[src/byte_timer_dummy_unused.sv]
`timescale 1ns/100ps

[src/byte_timer_pkg.sv]
// =====================================================================
// constants and types shared by the byte timer
package byte_timer_pkg;
  // bus widths
  localparam int unsigned AW = 8;
  localparam int unsigned DW = 8;
  // register indices; byte address is four times the index
  localparam logic [AW-1:0] IDX_CTRL = 8'h00;
  localparam logic [AW-1:0] IDX_SHARED = 8'h01;
  localparam logic [AW-1:0] IDX_RLO = 8'h02;
  localparam logic [AW-1:0] IDX_RHI = 8'h03;
  localparam logic [AW-1:0] IDX_COUNT = 8'h04;
  localparam logic [AW-1:0] IDX_STATUS = 8'h05;
  localparam logic [AW-1:0] IDX_MASK = 8'h06;
  localparam logic [AW-1:0] ADDR_CTRL = IDX_CTRL << 2;
  localparam logic [AW-1:0] ADDR_SHARED = IDX_SHARED << 2;
  localparam logic [AW-1:0] ADDR_RLO = IDX_RLO << 2;
  localparam logic [AW-1:0] ADDR_RHI = IDX_RHI << 2;
  localparam logic [AW-1:0] ADDR_COUNT = IDX_COUNT << 2;
  localparam logic [AW-1:0] ADDR_STATUS = IDX_STATUS << 2;
  localparam logic [AW-1:0] ADDR_MASK = IDX_MASK << 2;
  // field positions
  localparam int unsigned CTRL_EN_BIT = 7;
  localparam int unsigned CTRL_MODE_BIT = 6;
  localparam int unsigned CTRL_FLAG_BIT = 5;
  localparam int unsigned CTRL_SEL_LSB = 3;
  localparam int unsigned CTRL_IE_BIT = 1;
  localparam int unsigned SHARED_INIT_BIT = 1;
  localparam int unsigned STATUS_TO_BIT = 0;
  // counter values
  localparam logic [DW-1:0] TERM_COUNT = 8'h01;
  localparam logic [DW-1:0] WRAP_COUNT = 8'hFF;
  localparam logic [DW-1:0] RELOAD_RST = 8'h00;
  localparam logic MASK_RST = 1'b1;
  // prescaler division masks for select codes 00..11
  localparam logic [2:0] DIV1_MASK = 3'h0;
  localparam logic [2:0] DIV2_MASK = 3'h1;
  localparam logic [2:0] DIV4_MASK = 3'h3;
  localparam logic [2:0] DIV8_MASK = 3'h7;
  // half-cycle phase, gray coded
  typedef enum logic [1:0] {
    PH_IDLE = 2'b00,
    PH_FIRST = 2'b01,
    PH_SECOND = 2'b11
  } phase_e;
  // whole state of the timer
  typedef struct packed {
    logic running;
    phase_e phase;
    logic [DW-1:0] count;
    logic out_level;
    logic flag;
    logic ie;
    logic mode_single;
    logic [1:0] clksel;
    logic init_level;
    logic [DW-1:0] reload_low_value;
    logic [DW-1:0] reload_high_value;
    logic mask;
    logic [2:0] presc;
    logic irq;
    logic [DW-1:0] rd_data;
  } state_s;
  localparam state_s STATE_RST = '{running: 1'b0, phase: PH_IDLE, count: RELOAD_RST, out_level: 1'b0,
    flag: 1'b0, ie: 1'b0, mode_single: 1'b0, clksel: 2'h0, init_level: 1'b0,
    reload_low_value: RELOAD_RST, reload_high_value: RELOAD_RST, mask: MASK_RST,
    presc: 3'h0, irq: 1'b0, rd_data: 8'h00};
endpackage

[src/byte_timer.sv]
// Chosen here: the strobed register port and the register addresses.
`timescale 1ns/100ps
module byte_timer
(
  // clock and reset
  input wire logic i_core_clk,
  input wire logic i_srst,
  // register port
  input wire logic [byte_timer_pkg::AW-1:0] i_addr,
  input wire logic [byte_timer_pkg::DW-1:0] i_wr_data,
  input wire logic i_wr,
  input wire logic i_rd,
  output logic [byte_timer_pkg::DW-1:0] o_rd_data,
  // timer pin and interrupt
  output logic o_byte_timer_output,
  output logic o_irq
);
  import byte_timer_pkg::*;

  // =====================================================================
  // state and decode
  state_s st; // registered state
  state_s next_st; // next state
  logic wr_ctrl; // control write
  logic wr_shared; // shared control write
  logic wr_rlo; // low reload write
  logic wr_rhi; // high reload write
  logic wr_status; // status write
  logic wr_mask; // mask write
  logic [2:0] div_mask; // prescaler mask
  logic tick; // prescaled timer clock
  logic terminal; // count reaching zero
  logic start; // enable while stopped
  logic set_to; // timeout event
  logic clr_to; // software clear

  // address decode of writes
  always_comb
  begin
    wr_ctrl = i_wr && (i_addr == ADDR_CTRL);
    wr_shared = i_wr && (i_addr == ADDR_SHARED);
    wr_rlo = i_wr && (i_addr == ADDR_RLO);
    wr_rhi = i_wr && (i_addr == ADDR_RHI);
    wr_status = i_wr && (i_addr == ADDR_STATUS);
    wr_mask = i_wr && (i_addr == ADDR_MASK);
  end

  // =====================================================================
  // prescaler select
  always_comb
  begin
    case (st.clksel)
      2'h0: div_mask = DIV1_MASK;
      2'h1: div_mask = DIV2_MASK;
      2'h2: div_mask = DIV4_MASK;
      default: div_mask = DIV8_MASK;
    endcase
  end

  // tick when the masked prescaler bits are all ones
  assign tick = ((st.presc & div_mask) == div_mask);
  assign terminal = st.running && tick && (st.count == TERM_COUNT);
  assign start = wr_ctrl && i_wr_data[CTRL_EN_BIT] && !st.running;
  assign clr_to = (wr_ctrl && i_wr_data[CTRL_FLAG_BIT]) || (wr_status && i_wr_data[STATUS_TO_BIT]);

  // =====================================================================
  // next state
  always_comb
  begin
    next_st = st;
    set_to = 1'b0;
    next_st.rd_data = 8'h00;
    next_st.presc = st.presc + 3'h1;
    // configuration writes
    if (wr_ctrl)
    begin
      next_st.mode_single = i_wr_data[CTRL_MODE_BIT];
      next_st.clksel = i_wr_data[CTRL_SEL_LSB +: 2];
      next_st.ie = i_wr_data[CTRL_IE_BIT];
    end
    if (wr_shared)
    begin
      next_st.init_level = i_wr_data[SHARED_INIT_BIT];
    end
    if (wr_rlo)
    begin
      next_st.reload_low_value = i_wr_data;
    end
    if (wr_rhi)
    begin
      next_st.reload_high_value = i_wr_data;
    end
    if (wr_mask)
    begin
      next_st.mask = i_wr_data[STATUS_TO_BIT];
    end
    // counting while running
    if (st.running && tick)
    begin
      if (st.count == TERM_COUNT)
      begin
        next_st.out_level = ~st.out_level;
        if (st.mode_single)
        begin
          // single pass ends at zero
          next_st.count = st.count - 8'h01;
          next_st.running = 1'b0;
          next_st.phase = PH_IDLE;
          set_to = 1'b1;
        end
        else
        begin
          // reload by the new level
          next_st.count = st.out_level ? st.reload_low_value : st.reload_high_value;
          case (st.phase)
            PH_FIRST:
            begin
              next_st.phase = PH_SECOND;
            end
            default:
            begin
              next_st.phase = PH_FIRST;
              set_to = 1'b1;
            end
          endcase
        end
      end
      else
      begin
        // zero wraps to FFh without timeout
        next_st.count = st.count - 8'h01;
      end
    end
    // start and stop
    if (start)
    begin
      next_st.running = 1'b1;
      next_st.phase = PH_FIRST;
      next_st.out_level = st.init_level;
      next_st.count = st.init_level ? st.reload_high_value : st.reload_low_value;
      next_st.presc = 3'h0;
    end
    else if (wr_ctrl && !i_wr_data[CTRL_EN_BIT])
    begin
      next_st.running = 1'b0;
      next_st.phase = PH_IDLE;
    end
    // timeout flag, a set beats a clear
    if (clr_to)
    begin
      next_st.flag = 1'b0;
    end
    if (set_to)
    begin
      next_st.flag = 1'b1;
    end
    // interrupt level
    next_st.irq = next_st.flag && next_st.ie && next_st.mask;
    // read data for the next cycle only
    if (i_rd)
    begin
      if (i_addr == ADDR_CTRL)
      begin
        next_st.rd_data = {st.running, st.mode_single, st.flag, st.clksel, 1'b0, st.ie, 1'b0};
      end
      else if (i_addr == ADDR_SHARED)
      begin
        next_st.rd_data = {6'h00, st.init_level, 1'b0};
      end
      else if (i_addr == ADDR_RLO)
      begin
        next_st.rd_data = st.reload_low_value;
      end
      else if (i_addr == ADDR_RHI)
      begin
        next_st.rd_data = st.reload_high_value;
      end
      else if (i_addr == ADDR_COUNT)
      begin
        next_st.rd_data = st.count;
      end
      else if (i_addr == ADDR_STATUS)
      begin
        next_st.rd_data = {7'h00, st.flag};
      end
      else if (i_addr == ADDR_MASK)
      begin
        next_st.rd_data = {7'h00, st.mask};
      end
      else
      begin
        next_st.rd_data = 8'h00;
      end
    end
  end

  // =====================================================================
  // state register
  always_ff @(posedge i_core_clk)
  begin
    if (i_srst)
    begin
      st <= STATE_RST;
    end
    else
    begin
      st <= next_st;
    end
  end

  // outputs straight from flops
  assign o_rd_data = st.rd_data;
  assign o_byte_timer_output = st.out_level;
  assign o_irq = st.irq;
endmodule

[config.mk]
export PLATFORM = sky130hd
export DESIGN_NAME = byte_timer
export DESIGN_NICKNAME = d
export VERILOG_FILES = /design/src/byte_timer_dummy_unused.sv /design/src/byte_timer_pkg.sv /design/src/byte_timer.sv
export SDC_FILE = /design/constraint.sdc
export NUM_CORES = 1
export LEC_CHECK = 0
export CAP_MARGIN = 10
export CORE_MARGIN = 3
export CORE_UTILIZATION = 55
export DETAILED_ROUTE_END_ITERATION = 16
export DONT_BUFFER_PORTS = 1
export GPL_TIMING_DRIVEN = 0
export MAX_ROUTING_LAYER = met4
export PLACE_DENSITY_LB_ADDON = 0.05
export RECOVER_POWER = 25
export SLEW_MARGIN = 20
export SYNTH_ARGS = -nofsm -noshare
export SYNTH_HDL_FRONTEND = slang
export SYNTH_SLANG_ARGS = --single-unit
[constraint.sdc]
create_clock -name i_core_clk -period 3.1 [get_ports i_core_clk]
set_input_delay 0.31 -clock i_core_clk [delete_from_list [all_inputs] [get_ports i_core_clk]]
set_output_delay 0.31 -clock i_core_clk [all_outputs]
set_load 0.05 [all_outputs]
==> After elaboration in Yosys (flattened, before gate mapping) <==
Index checks and enable logic that the tools add are counted.
Widths: inputs -> output; s select.
{ "word_totals": {"latch_bits": 0, "register_bits": 47, "word_cells": 93, "memories": 0, "ram_bits": 0, "romBits": 0} }
{ "op_classes": {"div_mod_pow": 0, "reduce_logical": 32, "muxes": 28, "order_cmp": 0, "add_sub_neg": 2, "bitwise": 3, "eq_ne": 11, "mul": 0, "shifts": 0} }
{ "op_table": {"columns": ["op", "count"], "rows": [
  ["$mux 8", 8],
  ["$eq 8x5->1 const B", 3],
  ["$eq 8x4->1 const B", 2],
  ["$logic_and 1x1->1", 14],
  ["$mux 12", 1],
  ["$mux 1", 11],
  ["$mux 10", 1],
  ["$mux 3", 3],
  ["$mux 9", 1],
  ["$pmux 3 s3", 1],
  ["$reduce_bool 3->1", 3],
  ["$eq 8x1->1 const B", 1],
  ["$eq 8x3->1 const B", 1],
  ["$logic_not 8->1", 1],
  ["$sub 8x1->8 const B", 1],
  ["$reduce_and 2->1", 3],
  ["$eq 2x1->1 const B", 2],
  ["$mux 4", 1],
  ["$reduce_bool 2->1", 2],
  ["$reduce_or 2->1", 2],
  ["$reduce_or 4->1", 1],
  ["$add 3x1->3 const B", 1],
  ["$and 3x3->3", 1],
  ["$eq 3x3->1", 1],
  ["8 further kinds", 10]
]} }

==> Logic depth before layout (Yosys ltp) <==
{ "logic_depth": {"depth_word": 9, "mapped_depth": 8, "mapped_depth_nobuf": 7} }

==> Worst setup path after synthesis <==
No wires, ideal clock.
{ "synth_path": {"path_kind": "register -> register", "start": "reg st[36] (netlist name)", "end": "reg st[44] (netlist name)", "setup_slack_ps": 921, "t_required_ps": 2967, "stages_incl_launch_ff": 8, "arrival_ps": 2046, "n_path_buf": 1, "cell_sequence": "dfxtp_1 -> ha_1 -> or4b_1 -> clkbuf_1 -> or4_4 -> nor3_4 -> mux2i_1 -> a211oi_2"} }
{ "synth_via": {"elab_chain_len": 3} }
{ "synth_rtl": {"columns": ["item", "line_no", "source"], "rows": [
  ["from (decl)", "byte_timer.sv:22", "state_s st;"],
  ["from (signal assigned)", "byte_timer.sv:207", "st <= next_st;"],
  ["$eq 8x1->1", "byte_timer.sv:100", "if (st.count == TERM_COUNT)"],
  ["$reduce_bool 3->1 (no source line)", null, null],
  ["$reduce_and 2->1 (no source line)", null, null]
]} }
No other way between the ends.
A chain may end at the register's enable or synchronous reset.

==> Worst setup path in the final report <==
{ "layout_path": {"start": "reg st[36] (netlist name)", "end": "reg st, in the netlist o_irq"} }
{ "layout_via": {"elab_chain_len": 6} }
{ "layout_rtl": {"columns": ["item", "line_no", "source"], "rows": [
  ["$eq 8x1->1", "byte_timer.sv:100", null],
  ["$mux 1", "byte_timer.sv:100", null],
  ["$mux 1", "byte_timer.sv:98", "if (st.running && tick)"],
  ["$mux 1", "byte_timer.sv:153", "if (set_to)"],
  ["$logic_and 1x1->1 (2 in series)", "byte_timer.sv:158", "next_st.irq = next_st.flag && next_st.ie && next_st.mask;"]
]} }
No other way between the ends.

==> flow_summary.toml <==
[power_and_ir_drop]
ir_drop_uv = 316
leakage_nw = 0.949
power_density_mw_per_mm2 = 385
power_mw = 1.05

[timing]
period_needed_ns = 2.53
hold_viol_final = 0
setup_tns_ns = 0
hold_ws_ns = 0.131
clock_skew_ns = 0.00761
worstMarginPinSlew_ns = 0.965
timing.fmax_ghz = 0.395
period_share = 0.816
final_max_slew_viol_count = 0
timing.slew.headroom = 0.351
finalSetupViolations = 0
rsz0062_at_grt = "no"

[detailed_routing]
avgViaCountPerCell = 6.36
wire_per_inst_um = 18.4
drt_first_pass_iters = 4
route.detailed.drc = 0
vias = 2307
ant_nets = 0
drtIter0Drc = 303
totalWireLength_mm = 6.68

[critical_path]
crit_required_ns = 3.29
cp_max_fo = 7
endpoint_kind = "flip-flop"
crit_arrival_ns = 2.72
start_kind = "flip-flop"
critPathKind = "reg2reg"

[global_route]
grt_max_degree = 17
overflow = 0
antenna_found_initial = 0
grt_usage = 0.268
grt_pass1_wl_mm = 10.9
grt_pass1_vias = 2080

[floorplanning]
row_count = 24
die_h_um = 74.7
die_x_um = 74.7
start_util = 0.584
die_area_sq_mm = 0.00558
core_area_sq_mm = 0.00444
io_pins = 30

[clock_tree]
cts_made_buffers = 5
clk_latency_ns = 0.30
htreeDepth = 2
clock_sinks = 47
cts_buffer_depth = 2
ctsHoldBuffers = 0
cts.repair.resized = 0
cts-root-buf = "clkbuf_8"
postCtsSetupRepairBufs = 0
cts_tree = "done"
clk_pin_slew_ns = 0.10

[final_layout]
finalNetCount = 333
diodes = 0
area_delta_synth_final_pct = 4.87
stdcell_count = 363
drive_gt1_frac = 0.0643
fillCellCount = 429

[job]
drv_cap = 0

[synthesis]
synth_edf_count = 0
seq_area_frac_synth = 0.363
syn_nets = 326
yosysUniqueCellTypes = 49
ys.flop_type = "dfxtp_1"
yosysWarnings = 0
ys_top_cells_by_area = "dfxtp_1, mux2i_1, nor2_1, nand2_1, a21oi_1"
ys_ff_latch = 47
syn-cell-area_sq_mm = 0.00259
synth_top_area_share = 0.363
synth_area_per_cell_sq_um = 8.56
ys_async_sr_fraction = 0
postSynthCellCount = 303
synth_top_area_cell = "dfxtp_1"

[place]
hpwl_mm = 4.99
gp_congestion = 0.931
dp.cells = 355
io_buffers = 0

[run_status]
status = "complete, no violations"

[hold_path]
hold_class = "in2reg"
[metrics by stage]
stage	instance area [sq um]	utilization	setup slack, ns
final	2720	0.612	0.570
after detailed placement	2660	0.598	0.608
after global placement	2660	0.598	0.610
after global routing	2720	0.612	0.388
after floorplan	2590	-	0.921
after CTS	2750	0.619	0.593
[sequential cells by signal, summed over array words and instances, names as in the netlist]
register             count
st                      37
o_rd_data                8
o_byte_timer_output      1
o_irq                    1
[metal layers]
layer	vias to the layer above	wire length, um	share of wire	GRT usage
met5	-	0	0	-
met4	0	87	0.013	0.0850
met3	9	522	0.078	0.0347
met2	89	3000	0.45	0.388
met1	1097	3060	0.46	0.387
li1	1112	-	-	-
[final cells by class]
| class | instances | area [sq um] | area share |
|---|---|---|---|
| Multi-Input combinational cell | 224 | 1500 | 0.552 |
| Clock buffer | 5 | 68.8 | 0.0253 |
| Inverter | 8 | 30.0 | 0.0110 |
| Sequential cell | 47 | 941 | 0.346 |
| Tap cell | 52 | 65.1 | 0.0239 |
| Clock inverter | 3 | 22.5 | 0.00828 |
| Buffer | 24 | 92.6 | 0.0340 |
[cell usage in the layout (no fill, tap or decap), types with 3 or more instances in the layout]
| master | synthesis | layout |
|---|---|---|
| dfxtp_1 | 47 | 47 |
| mux2i_1 | 38 | 38 |
| nor2_1 | 38 | 38 |
| nand2_1 | 23 | 23 |
| clkbuf_1 | 14 | 22 |
| a21oi_1 | 16 | 16 |
| o21ai_0 | 11 | 11 |
| nor3_1 | 9 | 9 |
| inv_1 | 8 | 8 |
| nand3_1 | 8 | 8 |
| nor2b_1 | 6 | 6 |
| a22oi_1 | 6 | 6 |
| a31oi_1 | 5 | 5 |
| o2bb2ai_1 | 5 | 5 |
| clkbuf_8 | 0 | 5 |
| nor4_1 | 4 | 4 |
| nand2b_1 | 4 | 4 |
| o22ai_1 | 4 | 4 |
| o211ai_1 | 4 | 4 |
| or4_1 | 3 | 3 |
| a2111oi_0 | 3 | 3 |
| xor2_1 | 3 | 3 |
| ha_1 | 3 | 3 |
[cell families (layout without fill, tap and decap cells)]
| group | after synthesis | count (layout) | synth area share |
|---|---|---|---|
| AOI/OAI and AO/OA | 66 | 66 | 0.172 |
| xor gates and xnor gates | 4 | 4 | 0.0135 |
| adders and majority gates | 3 | 3 | 0.0145 |
| buffers and inverters | 32 | 40 | 0.0589 |
| DFF | 47 | 47 | 0.363 |
| muxes | 38 | 38 | 0.147 |
| and+or+nand+nor | 113 | 113 | 0.232 |
[synthesized netlist by cell type (all sizes together), types with 2 or more instances]
| cell | n |
|---|---|
| dfxtp | 47 |
| mux2i | 38 |
| nor2 | 38 |
| nand2 | 23 |
| a21oi | 16 |
| clkbuf | 14 |
| o21ai | 11 |
| buf | 10 |
| nor3 | 10 |
| inv | 8 |
| nand3 | 8 |
| nor4 | 7 |
| a22oi | 6 |
| nor2b | 6 |
| a31oi | 5 |
| o2bb2ai | 5 |
| nand2b | 4 |
| o211ai | 4 |
| o22ai | 4 |
| or4 | 4 |
| a2111oi | 3 |
| a211oi | 3 |
| ha | 3 |
| nor3b | 3 |
| xor2 | 3 |
| and3 | 2 |
| nor4b | 2 |
| or4b | 2 |
[worst max-delay path, stage by stage, from the launching register on]
cell	delay, ns
dfxtp_1	0.45
ha_1	0.17
or4b_1	0.42
clkbuf_1	0.20
or4_4	0.48
nor4_2	0.35
a31oi_1	0.11
nor4_1	0.24
[report_power, final]
group          internal (mW)  switching [mW]  total (mW)
Sequential             0.607         0.00317       0.610
Combinational         0.0175          0.0330      0.0505
Clock                  0.163           0.223       0.386
[worst paths after layout]
| path | depth (start not counted) | endpoint | start | slack (ns) |
|---|---|---|---|---|
| max | 7 | o_irq$_SDFF_PP0_ | st[36]$_SDFFE_PP0P_ | 0.57 |
| max reg2reg | 7 | o_irq$_SDFF_PP0_ | st[36]$_SDFFE_PP0P_ | 0.57 |
| min reg2reg | 2 | st[30]$_SDFFE_PP0N_ | st[30]$_SDFFE_PP0N_ | 0.51 |
| min | 2 | st[31]$_SDFFE_PP0N_ | i_wr_data[4] | 0.13 |
No activity file was read; power rests on OpenSTA's default activity.
